--- src/floppy_status_and_track_format.sv ---
`timescale 1ns/100ps

package floppy_pkg;
  localparam int        CLK_NS        = 4;
  localparam int        HALF_CELL_NS  = 2000;
  localparam int        HALF_CELL_CYC = HALF_CELL_NS / CLK_NS;
  localparam int        BUF_DEPTH     = 2;
  localparam int        ST_NRDY       = 7;
  localparam int        ST_B6         = 6;
  localparam int        ST_B5         = 5;
  localparam int        ST_B4         = 4;
  localparam int        ST_B3         = 3;
  localparam int        ST_B2         = 2;
  localparam int        ST_B1         = 1;
  localparam int        ST_BUSY       = 0;
  localparam logic [7:0]  STATUS_RST  = 8'h80;
  localparam logic [7:0]  CRC_CMD     = 8'hF7;
  localparam logic [7:0]  MARK_LO     = 8'hF8;
  localparam logic [7:0]  MARK_DATA_HI = 8'hFB;
  localparam logic [7:0]  MARK_IDX    = 8'hFC;
  localparam logic [7:0]  MARK_ID     = 8'hFE;
  localparam logic [7:0]  FILL        = 8'h00;
  localparam logic [7:0]  CLK_NORMAL  = 8'hFF;
  localparam logic [7:0]  CLK_MARK    = 8'hC7;
  localparam logic [7:0]  CLK_IDX     = 8'hD7;
  localparam logic [15:0] CRC_INIT    = 16'hFFFF;
  localparam logic [15:0] CRC_POLY    = 16'h1021;

  typedef enum logic [5:0] {
    K_TYPE1 = 6'h01, K_RADDR = 6'h02, K_RREC = 6'h04,
    K_RTRK  = 6'h08, K_WREC  = 6'h10, K_WTRK = 6'h20
  } cmd_kind_e;

  typedef enum logic [3:0] {
    F_IDLE = 4'h1, F_WAIT = 4'h2, F_WRITE = 4'h4, F_CRC_LO = 4'h8
  } fmt_state_e;

  // CRC advanced in the same bit order as the bytes go out
  function automatic logic [15:0] crc_byte(input logic [15:0] c, input logic [7:0] b);
    logic [15:0] r;
    r = c;
    for (int i = 0; i < 8; i++) begin
      r = {r[14:0], 1'b0} ^ ((r[15] ^ b[i]) ? CRC_POLY : 16'h0000);
    end
    return r;
  endfunction : crc_byte

  // Spare mark keeps a full clock pattern
  function automatic logic [7:0] clock_of(input logic [7:0] b);
    if (b == MARK_IDX) return CLK_IDX;
    if (b == MARK_ID || (b >= MARK_LO && b <= MARK_DATA_HI)) return CLK_MARK;
    return CLK_NORMAL;
  endfunction : clock_of
endpackage : floppy_pkg

module floppy_status_and_track_format (
  input  logic                  clk,                 // 250 MHz clock
  input  logic                  rst_n,               // Master reset, active low
  input  logic                  cmd_load,            // New command pulse
  input  floppy_pkg::cmd_kind_e cmd_kind,            // Command type
  input  logic                  cmd_force_int,       // Command is force interrupt
  input  logic [3:0]            force_cond,          // Force interrupt conditions
  input  logic                  cmd_done,            // Sequencer ends command
  input  logic                  seek_err_evt,        // Track verify failed
  input  logic                  crc_err_evt,         // CRC error seen
  input  logic                  rnf_evt,             // Record not found
  input  logic                  rec_type_evt,        // Record type valid
  input  logic [1:0]            rec_type,            // Record type bits
  input  logic                  drive_ready_in,      // Drive ready
  input  logic                  write_protect_in,    // Low when protected
  input  logic                  head_load_timing_in, // Head settled
  input  logic                  track_zero_in,       // Low at track zero
  input  logic                  index_pulse_in,      // Low at index hole
  input  logic                  status_rd,           // Status read strobe
  output logic [7:0]            status_data,         // Status snapshot
  input  logic                  data_wr,             // Data register write
  input  logic [7:0]            data_wr_byte,        // Written byte
  input  logic                  data_rd,             // Data register read
  output logic [7:0]            read_byte,           // Assembled byte
  input  logic                  separated_data_in,   // Separated data pulse
  input  logic                  separated_clock_in,  // Separated clock pulse
  output logic                  data_request_out,    // Data register request
  output logic                  completion_irq,      // Command ended
  output logic                  head_load_out,       // Head load
  output logic                  write_gate_out,      // Write gate
  output logic                  write_serial_line    // FM write stream
);

  floppy_pkg::cmd_kind_e  kind_q, kind_d;
  floppy_pkg::fmt_state_e fmt_q, fmt_d;
  logic        busy_q, busy_d, hld_q, hld_d, irq_q, irq_d, drq_q, drq_d, lost_q, lost_d;
  logic        seek_q, seek_d, crce_q, crce_d, rnf_q, rnf_d, wp_q, wp_d;
  logic [1:0]  rtype_q, rtype_d;
  logic [7:0]  stat_q, stat_d, stat_now, rbyte_q, rbyte_d, rsh_q, rsh_d;
  logic [2:0]  rcnt_q, rcnt_d;
  logic        dseen_q, dseen_d, sclk_q, idx_q, idxseen_q, idxseen_d, wg_q, wg_d;
  logic [15:0] crc_q, crc_d;
  logic [7:0]  wbyte, feed_data, feed_clk, buf_data;
  logic        prot, is_wr, refuse, accept, t1, rd_view, wr_view, reading;
  logic        idx_edge, sclk_edge, byte_done, take, buf_valid, buf_ready, pop;
  logic        lost_wr, wt_end;

  ////////////////////////////////////////////////////////////////////////////
  // Command, flags and status view
  always_comb begin
    prot    = ~write_protect_in;
    is_wr   = cmd_kind inside {floppy_pkg::K_WREC, floppy_pkg::K_WTRK};
    refuse  = cmd_load & ~cmd_force_int & (((cmd_kind != floppy_pkg::K_TYPE1)
              & ~drive_ready_in) | (is_wr & prot));
    accept  = cmd_load & ~cmd_force_int & ~refuse;
    kind_d  = kind_q;
    busy_d  = busy_q;
    hld_d   = hld_q;
    irq_d   = irq_q & ~status_rd;
    seek_d  = seek_q;
    crce_d  = crce_q;
    rnf_d   = rnf_q;
    wp_d    = wp_q;
    rtype_d = rtype_q;
    lost_d  = lost_q;
    drq_d   = drq_q;
    if (cmd_load) begin
      kind_d  = cmd_force_int ? floppy_pkg::K_TYPE1 : cmd_kind;
      {seek_d, crce_d, rnf_d, wp_d, lost_d, drq_d} = 6'h00;
      rtype_d = 2'h0;
    end
    if (accept) begin
      busy_d = 1'b1;
      hld_d  = 1'b1;
    end
    if (refuse) begin
      irq_d = 1'b1;
      wp_d  = is_wr & prot;
    end
    // Conditions other than zero are treated as zero here: terminate silently
    if (cmd_force_int) begin
      busy_d = 1'b0;
      hld_d  = 1'b0;
    end
    if (busy_q && !cmd_load && ((cmd_done && kind_q != floppy_pkg::K_WTRK) || wt_end)) begin
      busy_d = 1'b0;
      irq_d  = 1'b1;
    end
    // Events set after the clears so a same-cycle event survives
    if (seek_err_evt) seek_d = 1'b1;
    if (crc_err_evt) crce_d = 1'b1;
    if (rnf_evt) rnf_d = 1'b1;
    if (rec_type_evt) rtype_d = rec_type;
    if (data_rd) drq_d = 1'b0;
    // DATA_REQUEST_OUT drops for one cycle after each write so it never shows a stale free slot
    if (kind_q == floppy_pkg::K_WTRK && busy_q && !cmd_load) begin
      drq_d = buf_ready & ~data_wr & ~wt_end;
    end
    if (byte_done) drq_d = 1'b1;
    if ((byte_done && drq_q && !data_rd) || lost_wr) lost_d = 1'b1;

    t1      = (kind_q == floppy_pkg::K_TYPE1);
    rd_view = kind_q inside {floppy_pkg::K_RADDR, floppy_pkg::K_RREC, floppy_pkg::K_WREC};
    wr_view = kind_q inside {floppy_pkg::K_WREC, floppy_pkg::K_WTRK};
    stat_now[floppy_pkg::ST_NRDY] = ~drive_ready_in;
    stat_now[floppy_pkg::ST_B6]   = t1 ? prot : (kind_q == floppy_pkg::K_RREC) ? rtype_q[1]
                                    : wr_view & wp_q;
    stat_now[floppy_pkg::ST_B5]   = t1 ? (hld_q & head_load_timing_in)
                                    : (kind_q == floppy_pkg::K_RREC) & rtype_q[0];
    stat_now[floppy_pkg::ST_B4]   = t1 ? seek_q : rd_view & rnf_q;
    stat_now[floppy_pkg::ST_B3]   = t1 ? crce_q : rd_view & crce_q;
    stat_now[floppy_pkg::ST_B2]   = t1 ? ~track_zero_in : lost_q;
    stat_now[floppy_pkg::ST_B1]   = t1 ? ~index_pulse_in : drq_q;
    stat_now[floppy_pkg::ST_BUSY] = busy_q;
    // Snapshot keeps all eight bits from one cycle
    stat_d = status_rd ? stat_now : stat_q;
  end

  always_ff @(posedge clk or negedge rst_n) begin
    if (!rst_n) begin
      kind_q  <= floppy_pkg::K_TYPE1;
      {busy_q, hld_q, irq_q, drq_q, lost_q} <= 5'h00;
      {seek_q, crce_q, rnf_q, wp_q} <= 4'h0;
      rtype_q <= 2'h0;
      stat_q  <= floppy_pkg::STATUS_RST;
    end else begin
      kind_q  <= kind_d;
      {busy_q, hld_q, irq_q, drq_q, lost_q} <= {busy_d, hld_d, irq_d, drq_d, lost_d};
      {seek_q, crce_q, rnf_q, wp_q} <= {seek_d, crce_d, rnf_d, wp_d};
      rtype_q <= rtype_d;
      stat_q  <= stat_d;
    end
  end

  ////////////////////////////////////////////////////////////////////////////
  // Write track formatter
  always_comb begin
    idx_edge  = idx_q & ~index_pulse_in;
    fmt_d     = fmt_q;
    crc_d     = crc_q;
    idxseen_d = idxseen_q;
    pop       = 1'b0;
    lost_wr   = 1'b0;
    wt_end    = 1'b0;
    wbyte     = buf_valid ? buf_data : floppy_pkg::FILL;
    feed_data = floppy_pkg::FILL;
    feed_clk  = floppy_pkg::CLK_NORMAL;
    unique case (fmt_q)
      floppy_pkg::F_IDLE: begin
        if (accept && cmd_kind == floppy_pkg::K_WTRK) begin
          fmt_d     = floppy_pkg::F_WAIT;
          idxseen_d = 1'b0;
        end
      end
      floppy_pkg::F_WAIT: begin
        if (idx_edge && buf_valid) begin
          fmt_d = floppy_pkg::F_WRITE;
        end else if (idx_edge && idxseen_q) begin
          wt_end  = 1'b1;
          lost_wr = 1'b1;
          fmt_d   = floppy_pkg::F_IDLE;
        end else if (idx_edge) begin
          idxseen_d = 1'b1;
        end
      end
      floppy_pkg::F_WRITE: begin
        if (idx_edge) begin
          wt_end = 1'b1;
          fmt_d  = floppy_pkg::F_IDLE;
        end else if (take) begin
          pop     = buf_valid;
          lost_wr = ~buf_valid;
          if (wbyte == floppy_pkg::CRC_CMD) begin
            feed_data = crc_q[15:8];
            fmt_d     = floppy_pkg::F_CRC_LO;
          end else begin
            feed_data = wbyte;
            feed_clk  = floppy_pkg::clock_of(wbyte);
            crc_d     = floppy_pkg::crc_byte((wbyte >= floppy_pkg::MARK_LO) ?
                        floppy_pkg::CRC_INIT : crc_q, wbyte);
          end
        end
      end
      floppy_pkg::F_CRC_LO: begin
        if (idx_edge) begin
          wt_end = 1'b1;
          fmt_d  = floppy_pkg::F_IDLE;
        end else if (take) begin
          feed_data = crc_q[7:0];
          fmt_d     = floppy_pkg::F_WRITE;
        end
      end
    endcase
    if (cmd_force_int) fmt_d = floppy_pkg::F_IDLE;
    wg_d = fmt_d inside {floppy_pkg::F_WRITE, floppy_pkg::F_CRC_LO};
  end

  always_ff @(posedge clk or negedge rst_n) begin
    if (!rst_n) begin
      fmt_q     <= floppy_pkg::F_IDLE;
      crc_q     <= floppy_pkg::CRC_INIT;
      idxseen_q <= 1'b0;
      wg_q      <= 1'b0;
      idx_q     <= 1'b1;
    end else begin
      fmt_q     <= fmt_d;
      crc_q     <= crc_d;
      idxseen_q <= idxseen_d;
      wg_q      <= wg_d;
      idx_q     <= index_pulse_in;
    end
  end

  // Two entries let the host refill while the serializer holds one byte
  pair_buffer #(.W(8), .DEPTH(floppy_pkg::BUF_DEPTH)) u_buf (
    .clk       (clk),
    .rst_n     (rst_n),
    .in_valid  (data_wr & drq_q & (kind_q == floppy_pkg::K_WTRK)),
    .in_ready  (buf_ready),
    .in_data   (data_wr_byte),
    .out_valid (buf_valid),
    .out_ready (pop),
    .out_data  (buf_data)
  );

  fm_serializer #(.HALF_CYC(floppy_pkg::HALF_CELL_CYC)) u_ser (
    .clk     (clk),
    .rst_n   (rst_n),
    .en      (wg_q),
    .data    (feed_data),
    .clk_pat (feed_clk),
    .take    (take),
    .line    (write_serial_line)
  );

  ////////////////////////////////////////////////////////////////////////////
  // Read byte assembly
  always_comb begin
    reading   = busy_q & (kind_q inside {floppy_pkg::K_RADDR, floppy_pkg::K_RREC,
                floppy_pkg::K_RTRK});
    sclk_edge = separated_clock_in & ~sclk_q;
    dseen_d   = dseen_q | separated_data_in;
    rsh_d     = rsh_q;
    rcnt_d    = rcnt_q;
    rbyte_d   = rbyte_q;
    byte_done = 1'b0;
    if (!reading) begin
      dseen_d = 1'b0;
      rcnt_d  = 3'h0;
    end else if (sclk_edge) begin
      rsh_d   = {dseen_q, rsh_q[7:1]};
      dseen_d = 1'b0;
      rcnt_d  = rcnt_q + 3'h1;
      if (rcnt_q == 3'h7) begin
        byte_done = 1'b1;
        rbyte_d   = rsh_d;
      end
    end
  end

  always_ff @(posedge clk or negedge rst_n) begin
    if (!rst_n) begin
      {dseen_q, sclk_q} <= 2'h0;
      rsh_q   <= 8'h00;
      rcnt_q  <= 3'h0;
      rbyte_q <= 8'h00;
    end else begin
      {dseen_q, sclk_q} <= {dseen_d, separated_clock_in};
      rsh_q   <= rsh_d;
      rcnt_q  <= rcnt_d;
      rbyte_q <= rbyte_d;
    end
  end

  assign status_data      = stat_q;
  assign read_byte        = rbyte_q;
  assign data_request_out = drq_q;
  assign completion_irq   = irq_q;
  assign head_load_out    = hld_q;
  assign write_gate_out   = wg_q;
endmodule : floppy_status_and_track_format

--- src/fm_serializer.sv ---
`timescale 1ns/100ps

module fm_serializer #(
  parameter int HALF_CYC = 500
) (
  input  logic       clk,     // System clock
  input  logic       rst_n,   // Async reset, active low
  input  logic       en,      // Write gate, serializer runs while high
  input  logic [7:0] data,    // Data byte, sampled when take is high
  input  logic [7:0] clk_pat, // Clock pattern for that byte
  output logic       take,    // One-cycle pulse: byte sampled now
  output logic       line     // Serial FM cell stream
);

  localparam int CW = $clog2(HALF_CYC);

  logic [CW-1:0] cnt_q, cnt_d;
  logic [3:0]    ph_q, ph_d;
  logic [15:0]   cell_q, cell_d;
  logic          ld_q, ld_d, line_d, tick;

  always_comb begin
    tick   = (cnt_q == CW'(HALF_CYC - 1));
    take   = en & (~ld_q | (tick & (ph_q == 4'hF)));
    cnt_d  = (!en || !ld_q || tick) ? '0 : cnt_q + CW'(1);
    ph_d   = ph_q;
    cell_d = cell_q;
    ld_d   = en;
    if (!en) begin
      ph_d = 4'h0;
    end else if (tick) begin
      ph_d = ph_q + 4'h1;
    end
    // Clock cell precedes its data cell, bit 0 leaves first
    if (take) begin
      for (int i = 0; i < 8; i++) begin
        cell_d[2*i]   = clk_pat[i];
        cell_d[2*i+1] = data[i];
      end
    end
    line_d = (en && ld_q) ? cell_q[ph_q] : 1'b0;
  end

  always_ff @(posedge clk or negedge rst_n) begin
    if (!rst_n) begin
      cnt_q  <= '0;
      ph_q   <= 4'h0;
      cell_q <= 16'h0000;
      ld_q   <= 1'b0;
      line   <= 1'b0;
    end else begin
      cnt_q  <= cnt_d;
      ph_q   <= ph_d;
      cell_q <= cell_d;
      ld_q   <= ld_d;
      line   <= line_d;
    end
  end

  ////////////////////////////////////////////////////////////////////////////
  // Helper counter measures the spacing of byte requests
  logic [15:0] gap_q;
  always_ff @(posedge clk or negedge rst_n) begin
    if (!rst_n) begin
      gap_q <= 16'h0000;
    end else begin
      gap_q <= take ? 16'h0000 : gap_q + 16'h0001;
    end
  end
endmodule : fm_serializer

--- src/pair_buffer.sv ---
`timescale 1ns/100ps

module pair_buffer #(
  parameter int W     = 8,
  parameter int DEPTH = 2
) (
  input  logic         clk,       // System clock
  input  logic         rst_n,     // Async reset, active low
  input  logic         in_valid,  // Word offered
  output logic         in_ready,  // Room for a word
  input  logic [W-1:0] in_data,   // Offered word
  output logic         out_valid, // Word available
  input  logic         out_ready, // Drain accepts word
  output logic [W-1:0] out_data   // Oldest word
);

  localparam int PW = (DEPTH > 1) ? $clog2(DEPTH) : 1;

  logic [W-1:0]  mem_q [DEPTH];
  logic [W-1:0]  mem_d [DEPTH];
  logic [PW-1:0] wp_q, wp_d, rp_q, rp_d;
  logic [PW:0]   cnt_q, cnt_d;
  logic          push, pop;

  always_comb begin
    in_ready  = (cnt_q != (PW+1)'(DEPTH));
    out_valid = (cnt_q != '0);
    out_data  = mem_q[rp_q];
    push      = in_valid & in_ready;
    pop       = out_valid & out_ready;
    mem_d     = mem_q;
    wp_d      = wp_q;
    rp_d      = rp_q;
    if (push) begin
      mem_d[wp_q] = in_data;
      wp_d = (wp_q == PW'(DEPTH - 1)) ? '0 : wp_q + PW'(1);
    end
    if (pop) begin
      rp_d = (rp_q == PW'(DEPTH - 1)) ? '0 : rp_q + PW'(1);
    end
    cnt_d = cnt_q + (PW+1)'(push) - (PW+1)'(pop);
  end

  always_ff @(posedge clk or negedge rst_n) begin
    if (!rst_n) begin
      for (int i = 0; i < DEPTH; i++) begin
        mem_q[i] <= '0;
      end
      wp_q  <= '0;
      rp_q  <= '0;
      cnt_q <= '0;
    end else begin
      mem_q <= mem_d;
      wp_q  <= wp_d;
      rp_q  <= rp_d;
      cnt_q <= cnt_d;
    end
  end
endmodule : pair_buffer

--- config.mk ---
export PLATFORM = sky130hd
export DESIGN_NAME = floppy_status_and_track_format
export DESIGN_NICKNAME = d
export VERILOG_FILES = /design/src/floppy_status_and_track_format.sv /design/src/fm_serializer.sv /design/src/pair_buffer.sv
export SDC_FILE = /design/constraint.sdc
export NUM_CORES = 1
export LEC_CHECK = 0
export BUFFER_PORTS_ARGS = -buffer_cell sky130_fd_sc_hd__buf_2
export CELL_PAD_IN_SITES_DETAIL_PLACEMENT = 0
export CELL_PAD_IN_SITES_GLOBAL_PLACEMENT = 2
export CORE_MARGIN = 8
export CORE_UTILIZATION = 35
export DETAILED_ROUTE_END_ITERATION = 8
export GPL_ROUTABILITY_DRIVEN = 0
export GPL_TIMING_DRIVEN = 0
export PLACE_DENSITY_LB_ADDON = 0.1
export SYNTH_ARGS = -nofsm -noshare
export SYNTH_HDL_FRONTEND = slang
export SYNTH_SLANG_ARGS = --single-unit
export TNS_END_PERCENT = 20
--- constraint.sdc ---
create_clock -name clk -period 4.4 [get_ports clk]
set_clock_uncertainty 0.15 [all_clocks]
set_input_delay 0.44 -clock clk [delete_from_list [all_inputs] [get_ports clk]]
set_output_delay 0.44 -clock clk [all_outputs]
set_load 0.1 [all_outputs]
==> flow_summary_export.csv, run 1 <==
group,metric,value,unit
timing,min_period,2.92,ns
finish,syn2layout_area_growth,19.7,%
timing,setup_violations,0,
grt,overflow,0,
yosys,synth_area,6020,µm²
grt,antenna_found_initial,1,
yosys,yosys.cell_types.count,73,
power_and_ir_drop,leakage,3.21,nW
cts,clockBufferDepth,2,
floorplanning,design.core.area,17100,µm²
critical_path,critPathMaxStageDelay,0.40,ns
yosys,synthesis.instances,582,
floorplanning,fp.dieW,147,µm
detailed_routing,vias,4529,
critical_path,cp_top_family,"simple AND/OR/NAND/NOR gates",
grt,grt_start_max_net_pins,95,
power_and_ir_drop,pwr_density_cell,367,nW/µm²
finish,drive_gt1_share,27.0,%
detailed_routing,route.detailed.drc,0,
timing,final_max_slew_viol_count,0,
cts,cts_root_buf,"clkbuf_16",
job,drv_cap,0,
critical_path,crit_slowest_cell,"nand4_1",
critical_path,critical_path.cell_chain,"buf_4, mux2i_1, a211oi_1, buf_2, nand4_1, nand3_2, buf_2, nand2_1, o21ai_0",
cts,holdBufCountCts,2,
cts,h-tree-depth,4,
timing,fmax,342,MHz
critical_path,critPathBufInv,3,
critical_path,crit_type,"reg -> reg",
finish,stdcell_count,896,
floorplanning,fp.dieArea,21600,µm²
detailed_routing,routedWlPerCell,16.9,µm
detailed_routing,drtPass1Iterations,4,
timing,hold_violations,0,
timing,finalSetupTns,0,ns
detailed_routing,drtIter0Drc,212,
critical_path,end_kind,"flip-flop",
yosys,yosysWarnings,0,
timing,fin_hold_ws,0.0233,ns
yosys,syn_nets,627,
yosys,synth-seq-cells,114,
yosys,async_flop_share,100,%
timing,relSlewSlack,34.1,%
yosys,syn_avg_cell_area,10.3,µm²
critical_path,worst-endpoint-required,4.58,ns
floorplanning,start_util,35.3,%
cts,cts_setup_buffers,0,
cts,cts-buffers-inserted,17,
critical_path,start_kind,"flip-flop",
critical_path,cp_common_cell,"buf_2",
yosys,synth_ff_type,"dfrtp_1",
floorplanning,die_y,147,µm
yosys,synth_edf_count,0,
timing,fin_crit_sh,66.4,%
detailed_routing,detail-route-antenna-nets,0,
place,dpl.hpwl,11000,µm
place,dpl.cell_count,862,
place,portBuffers,54,
cts,cts_sinks,114,
detailed_routing,vias_per_cell,5.05,
grt,grt_pass1_wl,25800,µm
cts,insertion_delay,0.42,ns
timing,rsz0062_at_grt,"no",
grt,grt_usage,14.8,%
finish,nets,703,
grt,grt_pass1_vias,4934,
cts,clk_pin_slew,0.06,ns
finish,diodes,0,
timing,worst_slew_pin_slew,0.986,ns
critical_path,critical_path_arrival,3.11,ns
yosys,synth-seq-area-share,47.8,%
hold_path,hp-start,"index_pulse_in",
floorplanning,num_rows,48,
critical_path,timing.rr.start,"u_buf.rp_q$_DFFE_PN0P_",
power_and_ir_drop,ir_drop,0.258,mV
cts,cts_tree,"yes",
critical_path,cp_max_fo,10,
floorplanning,ioPinCount,60,
critical_path,setup.worst_path.start,"u_buf.rp_q$_DFFE_PN0P_",
hold_path,hp-class,"in -> reg",
cts,cts_resized,0,
status,outcome,"completed",
detailed_routing,drt-total-wl,15100,µm
-- cell families (layout without fill, tap and decap cells) --
group           count (synthesis)  after routing  share of synthesized area [%]
flops                         114            114                           47.8
simple gates                  200            200                           17.4
mux                            52             52                           9.69
xor+xnor                       45             45                           7.01
compound gates                119            119                           13.2
fa+ha+maj                       6              6                           1.25
buf+inv                        46            135                           3.54
-- flip-flops by register name, summed over array words and instances (netlist names), 2 cells and up --
register	flops
rtype_q	2
read_byte	8
u_ser.cnt_q	9
u_ser.cell_q	11
fmt_q	4
u_buf.mem_q	16
u_ser.ph_q	4
status_data	8
rsh_q	7
u_buf.cnt_q	2
kind_q	6
crc_q	16
rcnt_q	3
-- cell usage in the layout (no fill, tap or decap), types with 4 or more instances in the layout --
cell	Yosys	layout
dfrtp_1	94	94
buf_2	8	61
nor2_1	59	59
nand2_1	51	51
mux2_2	37	37
o21ai_0	34	34
xnor2_1	28	28
a21oi_1	27	27
dfstp_2	20	20
inv_1	19	19
clkbuf_16	0	17
xor2_1	15	15
nand3_1	15	15
mux2i_1	13	13
clkbuf_1	13	13
nand3b_1	9	9
a211oi_1	8	8
a22o_1	8	8
inv_6	0	8
nor3_1	6	6
ha_1	6	6
and4_1	5	5
or2_2	5	5
nor4_1	5	5
and3_1	5	5
nand4_1	5	5
buf_6	3	4
nand2b_1	4	4
a31oi_1	4	4
a21o_1	4	4
a211o_1	4	4
o22ai_1	4	4
clkinv_4	0	4
-- Yosys cell counts, types with 9 or more instances --
master     n  share of area, %
dfrtp_1   94                39
nor2_1    59               3.7
nand2_1   51               3.2
mux2_2    37               6.9
o21ai_0   34               2.8
xnor2_1   28               4.1
a21oi_1   27               2.2
dfstp_2   20               8.7
inv_1     19               1.2
nand3_1   15               1.2
xor2_1    15               2.2
clkbuf_1  13              0.81
mux2i_1   13               2.2
nand3b_1   9               1.1
-- layout make-up --
type | count | area (µm²)
fill | 1703 | 9850
multi-input combinational | 422 | 2930
sequential | 114 | 2880
clock buffer | 18 | 439
timing repair buffer | 57 | 324
tap | 225 | 282
clock inverter | 14 | 143
buffer | 27 | 141
inverter | 19 | 71.3
-- power breakdown --
part / internal [mW] / switching [mW] / total [mW]
registers: 1.07 / 0.0164 / 1.09
logic: 0.0501 / 0.148 / 0.198
clock network: 0.809 / 0.545 / 1.35
total: 1.93 / 0.710 / 2.64
-- per-stage QoR --
stage / area, µm² / power, mW / setup WS [ns] / util (%)
floorplan: 6020 / 1.23 / 1.65 / -
global placement: 6570 / 1.30 / 1.21 / 38.5
detailed placement: 6600 / 1.31 / 1.45 / 38.7
CTS: 7200 / 2.68 / 1.45 / 42.2
global route: 7200 / 2.75 / 1.21 / 42.2
finish: 7200 / 2.64 / 1.48 / 42.2
-- path summary, 6_finish.rpt --
check,end,cells after the start,slack (ns)
max reg2reg,crc_q[14]$_DFFE_PN1P_,9,1.48
max,crc_q[14]$_DFFE_PN1P_,9,1.48
min reg2reg,u_ser.cell_q[14]$_DFFE_PN0N_,1,0.32
min in group asynchronous,u_ser.cell_q[14]$_DFFE_PN0N_,2,0.30
max in group asynchronous,status_data[7]$_DFFE_PN1P_,3,3.07
min,idx_q$_DFF_PN1_,1,0.02
-- layer usage --
metal  routed length (µm)  part of all wire [%]  vias up  global-route usage, %
li1                     -                     -     2238                      -
met1                 7240                    48     2185                   19.2
met2                 6920                    46       79                   23.0
met3                  656                   4.3       25                   4.15
met4                  302                   2.0        2                   5.97
met5                    8                 0.053        -                      0
No activity file was read; power rests on OpenSTA's default activity.
==> run 2, diff against run 1 <==
clock period = 2.4 ns   (was 4.4 ns; I/O delays follow)
==> flow_summary_export.csv, run 2 (synthesized netlist as in run 1, its figures left out) <==
group,metric,value,unit
status,outcome,"complete, but fails checks",
status,violations,"setup timing",
finish,nets,741,
cts,cts_sinks,114,
finish,diodes,0,
power_and_ir_drop,power,4.86,mW
grt,grt_pass1_wl,26300,µm
finish,nFillCells,1650,
detailed_routing,routedWlPerCell,16.7,µm
critical_path,worst-endpoint-required,2.55,ns
floorplanning,fp.dieW,147,µm
grt,grt_pass1_vias,5092,
critical_path,critical_path_arrival,2.68,ns
cts,h-tree-depth,4,
detailed_routing,drtIter0Drc,184,
cts,clockBufferDepth,2,
finish,mostFrequentLayoutCell,"dfrtp_1",
detailed_routing,route.detailed.drc,0,
cts,insertion_delay,0.42,ns
floorplanning,ioPinCount,60,
critical_path,start_kind,"flip-flop",
place,dpl.hpwl,11000,µm
power_and_ir_drop,leakage,3.42,nW
timing,final_max_slew_viol_count,0,
cts,cts-buffers-inserted,17,
floorplanning,num_rows,48,
timing,fmax,395,MHz
place,pre_cts_ws,-0.556,ns
power_and_ir_drop,pwr_density_cell,621,nW/µm²
finish,layout_common_cells,"dfrtp_1, buf_2, nor2_1, nand2_1, mux2_2",
detailed_routing,vias_per_cell,5.05,
timing,fin_ws,-0.132,ns
detailed_routing,drtPass1Iterations,4,
timing,worst_slew_pin_slew,0.732,ns
timing,relSlewSlack,50.8,%
power_and_ir_drop,ir_drop,0.467,mV
floorplanning,fp.dieArea,21600,µm²
critical_path,r2r_cells,8,
finish,fin_util,45.9,%
cts,cts_root_buf,"clkbuf_16",
finish,drive_gt1_share,31.9,%
place,portBuffers,54,
cts,cts_tree,"yes",
timing,hold_violations,0,
cts,clk_pin_slew,0.06,ns
job,drv_cap,0,
grt,antenna_found_initial,0,
finish,syn2layout_area_growth,30.2,%
grt,grt_usage,15.1,%
grt,overflow,0,
timing,setup_violations,9,
critical_path,end_kind,"flip-flop",
finish,top_regs,"crc_q (16), u_buf.mem_q (16), u_ser.cell_q (11)",
timing,min_period,2.53,ns
floorplanning,die_y,147,µm
timing,rsz0062_at_grt,"yes",
timing,fin_crit_sh,105,%
floorplanning,start_util,35.3,%
detailed_routing,detail-route-antenna-nets,0,
detailed_routing,drt-total-wl,15600,µm
critical_path,cp_max_fo,8,
hold_path,hp-class,"in -> reg",
hold_path,hold-path-cell-count,4,
detailed_routing,vias,4720,
critical_path,crit_type,"reg -> reg",
grt,grt_start_max_net_pins,80,
floorplanning,design.core.area,17100,µm²
## run 2: changes by cell type in the layout (fill, tap and decap cells not counted), moves of 3 or more
cell	change
dlygate4sd3_1	+27
buf_4	+9
buf_6	+6
buf_2	-5
clkinvlp_4	+5
inv_6	-5
mux2i_1	-5
nor2_1	-5
mux2_2	-3
mux2_4	+3
mux2i_2	+3
nor2_4	+3
o21ai_0	-3
o21ai_1	+3
## run 2: cell type report
type / count / area [µm²] / share of cell area, %
buffer: 26 / 178 / 2.27
clock buffer: 19 / 453 / 5.78
clock inverter: 13 / 128 / 1.63
inverter: 19 / 71.3 / 0.911
multi-input combinational: 422 / 3150 / 40.2
sequential: 114 / 2880 / 36.8
tap: 225 / 282 / 3.60
timing repair buffer: 96 / 688 / 8.79
## run 2: power by group
group	internal, mW	switching (mW)
Combinational	0.126	0.281
Sequential	1.97	0.0298
Clock	1.49	0.968
Total	3.58	1.28
## run 2: critical path, cell delays in order, from the launching register on
cell and delay, ns:
dfrtp_1 0.41, or3_4 0.40, or4_4 0.43, a21oi_2 0.13, and3_1 0.18, buf_6 0.10
and2b_1 0.13, buf_6 0.14, mux2_2 0.33
## run 2: final timing paths
path / end / slack (ns) / start
setup / recovery: u_buf.mem_q[14]$_DFFE_PN0P_ / -0.13 / kind_q[1]$_DFFE_PN0P_
hold / removal: data_request_out$_DFFE_PN0P_ / 0.02 / data_wr
setup reg to reg: u_buf.mem_q[14]$_DFFE_PN0P_ / -0.13 / kind_q[1]$_DFFE_PN0P_
hold reg to reg: u_ser.cell_q[14]$_DFFE_PN0N_ / 0.32 / u_ser.cell_q[14]$_DFFE_PN0N_
max in group asynchronous: fmt_q[0]$_DFF_PN1_ / 1.20 / rst_n
min in group asynchronous: u_buf.mem_q[0]$_DFFE_PN0P_ / 0.15 / rst_n
## run 2: stage by stage
stage                     setup TNS, ns  instances  hold WS (ns)  instance area, µm²
after floorplan                  -0.182        582        -0.206                6030
after global placement           -72.55        861         0.217                6580
after detailed placement         -17.69        862        0.0227                6620
after CTS                         -1.99        930       0.00857                7680
after global routing              -2.47        934        0.0378                7830
final                             -1.02        934        0.0176                7830
## run 2: timing repair
item,4_1_cts,5_1_grt
resized for setup,34,30
setup buffers,8,4
hold buffers,29,0
pin swaps,4,8
endpoints found under the setup margin,65,52
endpoints found under the hold margin,112,0
## run 2: metal layers
metal | global-route usage [%] | vias up | part of all wire [%]
met5 | 0 | - | 0
met2 | 24.2 | 64 | 47
met3 | 4.15 | 10 | 2.9
li1 | - | 2315 | -
met4 | 4.33 | 0 | 0.87
met1 | 19.5 | 2331 | 49
==> run 3, diff against run 2 <==
CORE_ASPECT_RATIO = 1.5   (was default)
==> flow_summary_export.csv, run 3 (synthesized netlist as in run 1, its figures left out) <==
group,metric,value,unit
grt,grt_pass1_wl,26200,µm
critical_path,r2r_cells,7,
finish,mostFrequentLayoutCell,"dfrtp_1",
timing,worst_slew_pin_slew,0.686,ns
detailed_routing,route.detailed.drc,0,
critical_path,end_kind,"flip-flop",
detailed_routing,drt-total-wl,15900,µm
timing,rsz0062_at_grt,"yes",
timing,relSlewSlack,53.9,%
critical_path,setup.worst_path.start,"kind_q[0]$_DFFE_PN1P_",
status,violations,"setup timing",
floorplanning,fp.dieW,123,µm
detailed_routing,vias_per_cell,5.17,
hold_path,hp-class,"in -> reg",
floorplanning,fp.dieArea,21700,µm²
detailed_routing,drtIter0Drc,142,
critical_path,crit_path_end,"u_buf.mem_q[14]$_DFFE_PN0P_",
cts,clk_pin_slew,0.06,ns
timing,fmax,407,MHz
finish,finish.instance_area,7990,µm²
floorplanning,start_util,35.7,%
grt,grt_pass1_vias,5061,
grt,grt_usage,15.5,%
timing,final_max_slew_viol_count,0,
power_and_ir_drop,ir_drop,0.404,mV
floorplanning,num_rows,58,
cts,cts_sinks,114,
power_and_ir_drop,pwr_density_cell,633,nW/µm²
timing,hold_violations,0,
grt,overflow,0,
finish,syn2layout_area_growth,32.8,%
place,dpl.hpwl,11500,µm
detailed_routing,drtPass1Iterations,4,
cts,clockBufferDepth,2,
place,portBuffers,54,
place,pre_cts_ws,-0.653,ns
cts,cts_root_buf,"clkbuf_16",
timing,fin_crit_sh,102,%
timing,fin_ws,-0.0566,ns
floorplanning,die_y,177,µm
finish,top_regs,"crc_q (16), u_buf.mem_q (16), u_ser.cell_q (11)",
critical_path,critical_path_arrival,2.60,ns
detailed_routing,detail-route-antenna-nets,0,
finish,drive_gt1_share,32.7,%
hold_path,hp-start,"track_zero_in",
timing,min_period,2.46,ns
critical_path,start_kind,"flip-flop",
place,dpl.cell_count,847,
timing,finalSetupTns,-0.467,ns
finish,stdcell_count,925,
cts,cts-buffers-inserted,17,
finish,nets,747,
place,placed_area,6600,µm²
cts,insertion_delay,0.41,ns
cts,h-tree-depth,4,
critical_path,timing.rr.end,"u_buf.mem_q[14]$_DFFE_PN0P_",
critical_path,ff2ff_setup_slack,-0.06,ns
job,drv_cap,0,
detailed_routing,routedWlPerCell,17.2,µm
power_and_ir_drop,leakage,3.53,nW
finish,diodes,0,
cts,cts_tree,"yes",
finish,layout_common_cells,"dfrtp_1, buf_2, nor2_1, nand2_1, o21ai_0",
status,outcome,"complete, but fails checks",
detailed_routing,vias,4783,
critical_path,cp_max_fo,8,
timing,setup_violations,10,
critical_path,crit_type,"reg -> reg",
grt,grt_start_max_net_pins,61,
floorplanning,design.core.area,16800,µm²
grt,antenna_found_initial,0,
critical_path,timing.rr.start,"kind_q[0]$_DFFE_PN1P_",
power_and_ir_drop,power,5.06,mW
floorplanning,ioPinCount,60,
critical_path,worst-endpoint-required,2.55,ns
==> run 3: cell count changes in the layout (fill, tap and decap cells not counted), sizes merged <==
| cell | before | now |
|---|---|---|
| bufinv | 1 | 3 |
| clkinvlp | 6 | 1 |
| clkinv | 3 | 4 |
| clkbuf | 32 | 31 |
| inv | 22 | 26 |
| buf | 80 | 85 |
==> run 3: worst max-delay path, stage by stage, from the launching register on <==
cell	delay [ns]
dfstp_2	0.39
or3_4	0.38
or4_4	0.46
a21oi_4	0.14
and3_4	0.21
and2b_1	0.13
buf_6	0.16
mux2_4	0.31
==> run 3: how the worst min path moves through the flow <==
stage / to / slack, ns / cells past startpoint
2_1_floorplan: busy_q$_DFFE_PN0P_ / -0.21 / 0
3_3_place_gp: sclk_q$_DFF_PN0_ / 0.22 / 1
3_5_place_dp: u_ser.cell_q[13]$_DFFE_PN0N_ / 0.12 / 1
4_1_cts: status_data[2]$_DFFE_PN0P_ / 0.0005 / 4
5_1_grt: status_data[2]$_DFFE_PN0P_ / 0.05 / 4
6_report: status_data[2]$_DFFE_PN0P_ / 0.02 / 4
==> run 3: per-layer routing <==
metal	vias to the layer above	GRT usage (%)	share of wire, %	wire [µm]
met5	-	0	0	0
met3	29	3.65	3.1	498
li1	2316	-	-	-
met1	2349	17.7	42	6640
met2	89	26.8	52	8350
met4	0	6.65	2.8	438
==> run 3: area by class of cell <==
class | instances | area, µm²
timing repair buffer | 104 | 766
sequential | 114 | 2880
clock buffer | 17 | 425
tap | 210 | 263
inverter | 19 | 71.3
buffer | 24 | 168
fill | 1631 | 8850
multi-input combinational | 422 | 3220
clock inverter | 15 | 194
==> run 3: timing repair <==
item	CTS	global route
gates resized for setup	28	46
setup buffers	5	14
endpoints found under the setup margin	65	61
pin swaps	4	8
hold buffers	29	0
hold endpoints to repair	72	0
gates cloned	0	1
==> run 3: through the flow <==
stage | utilization [%] | hold WS (ns)
floorplan | - | -0.206
global placement | 39.0 | 0.217
detailed placement | 39.2 | 0.116
CTS | 45.4 | 0.000493
global route | 47.4 | 0.0502
finish | 47.4 | 0.0191
==> run 3: where the power goes <==
part / leakage (nW) / total [mW] / internal (mW) / switching [mW]
Clock: 0.300 / 2.65 / 1.66 / 0.987
Combinational: 1.76 / 0.413 / 0.131 / 0.282
Sequential: 1.47 / 2.00 / 1.97 / 0.0318
Total: 3.53 / 5.06 / 3.76 / 1.30
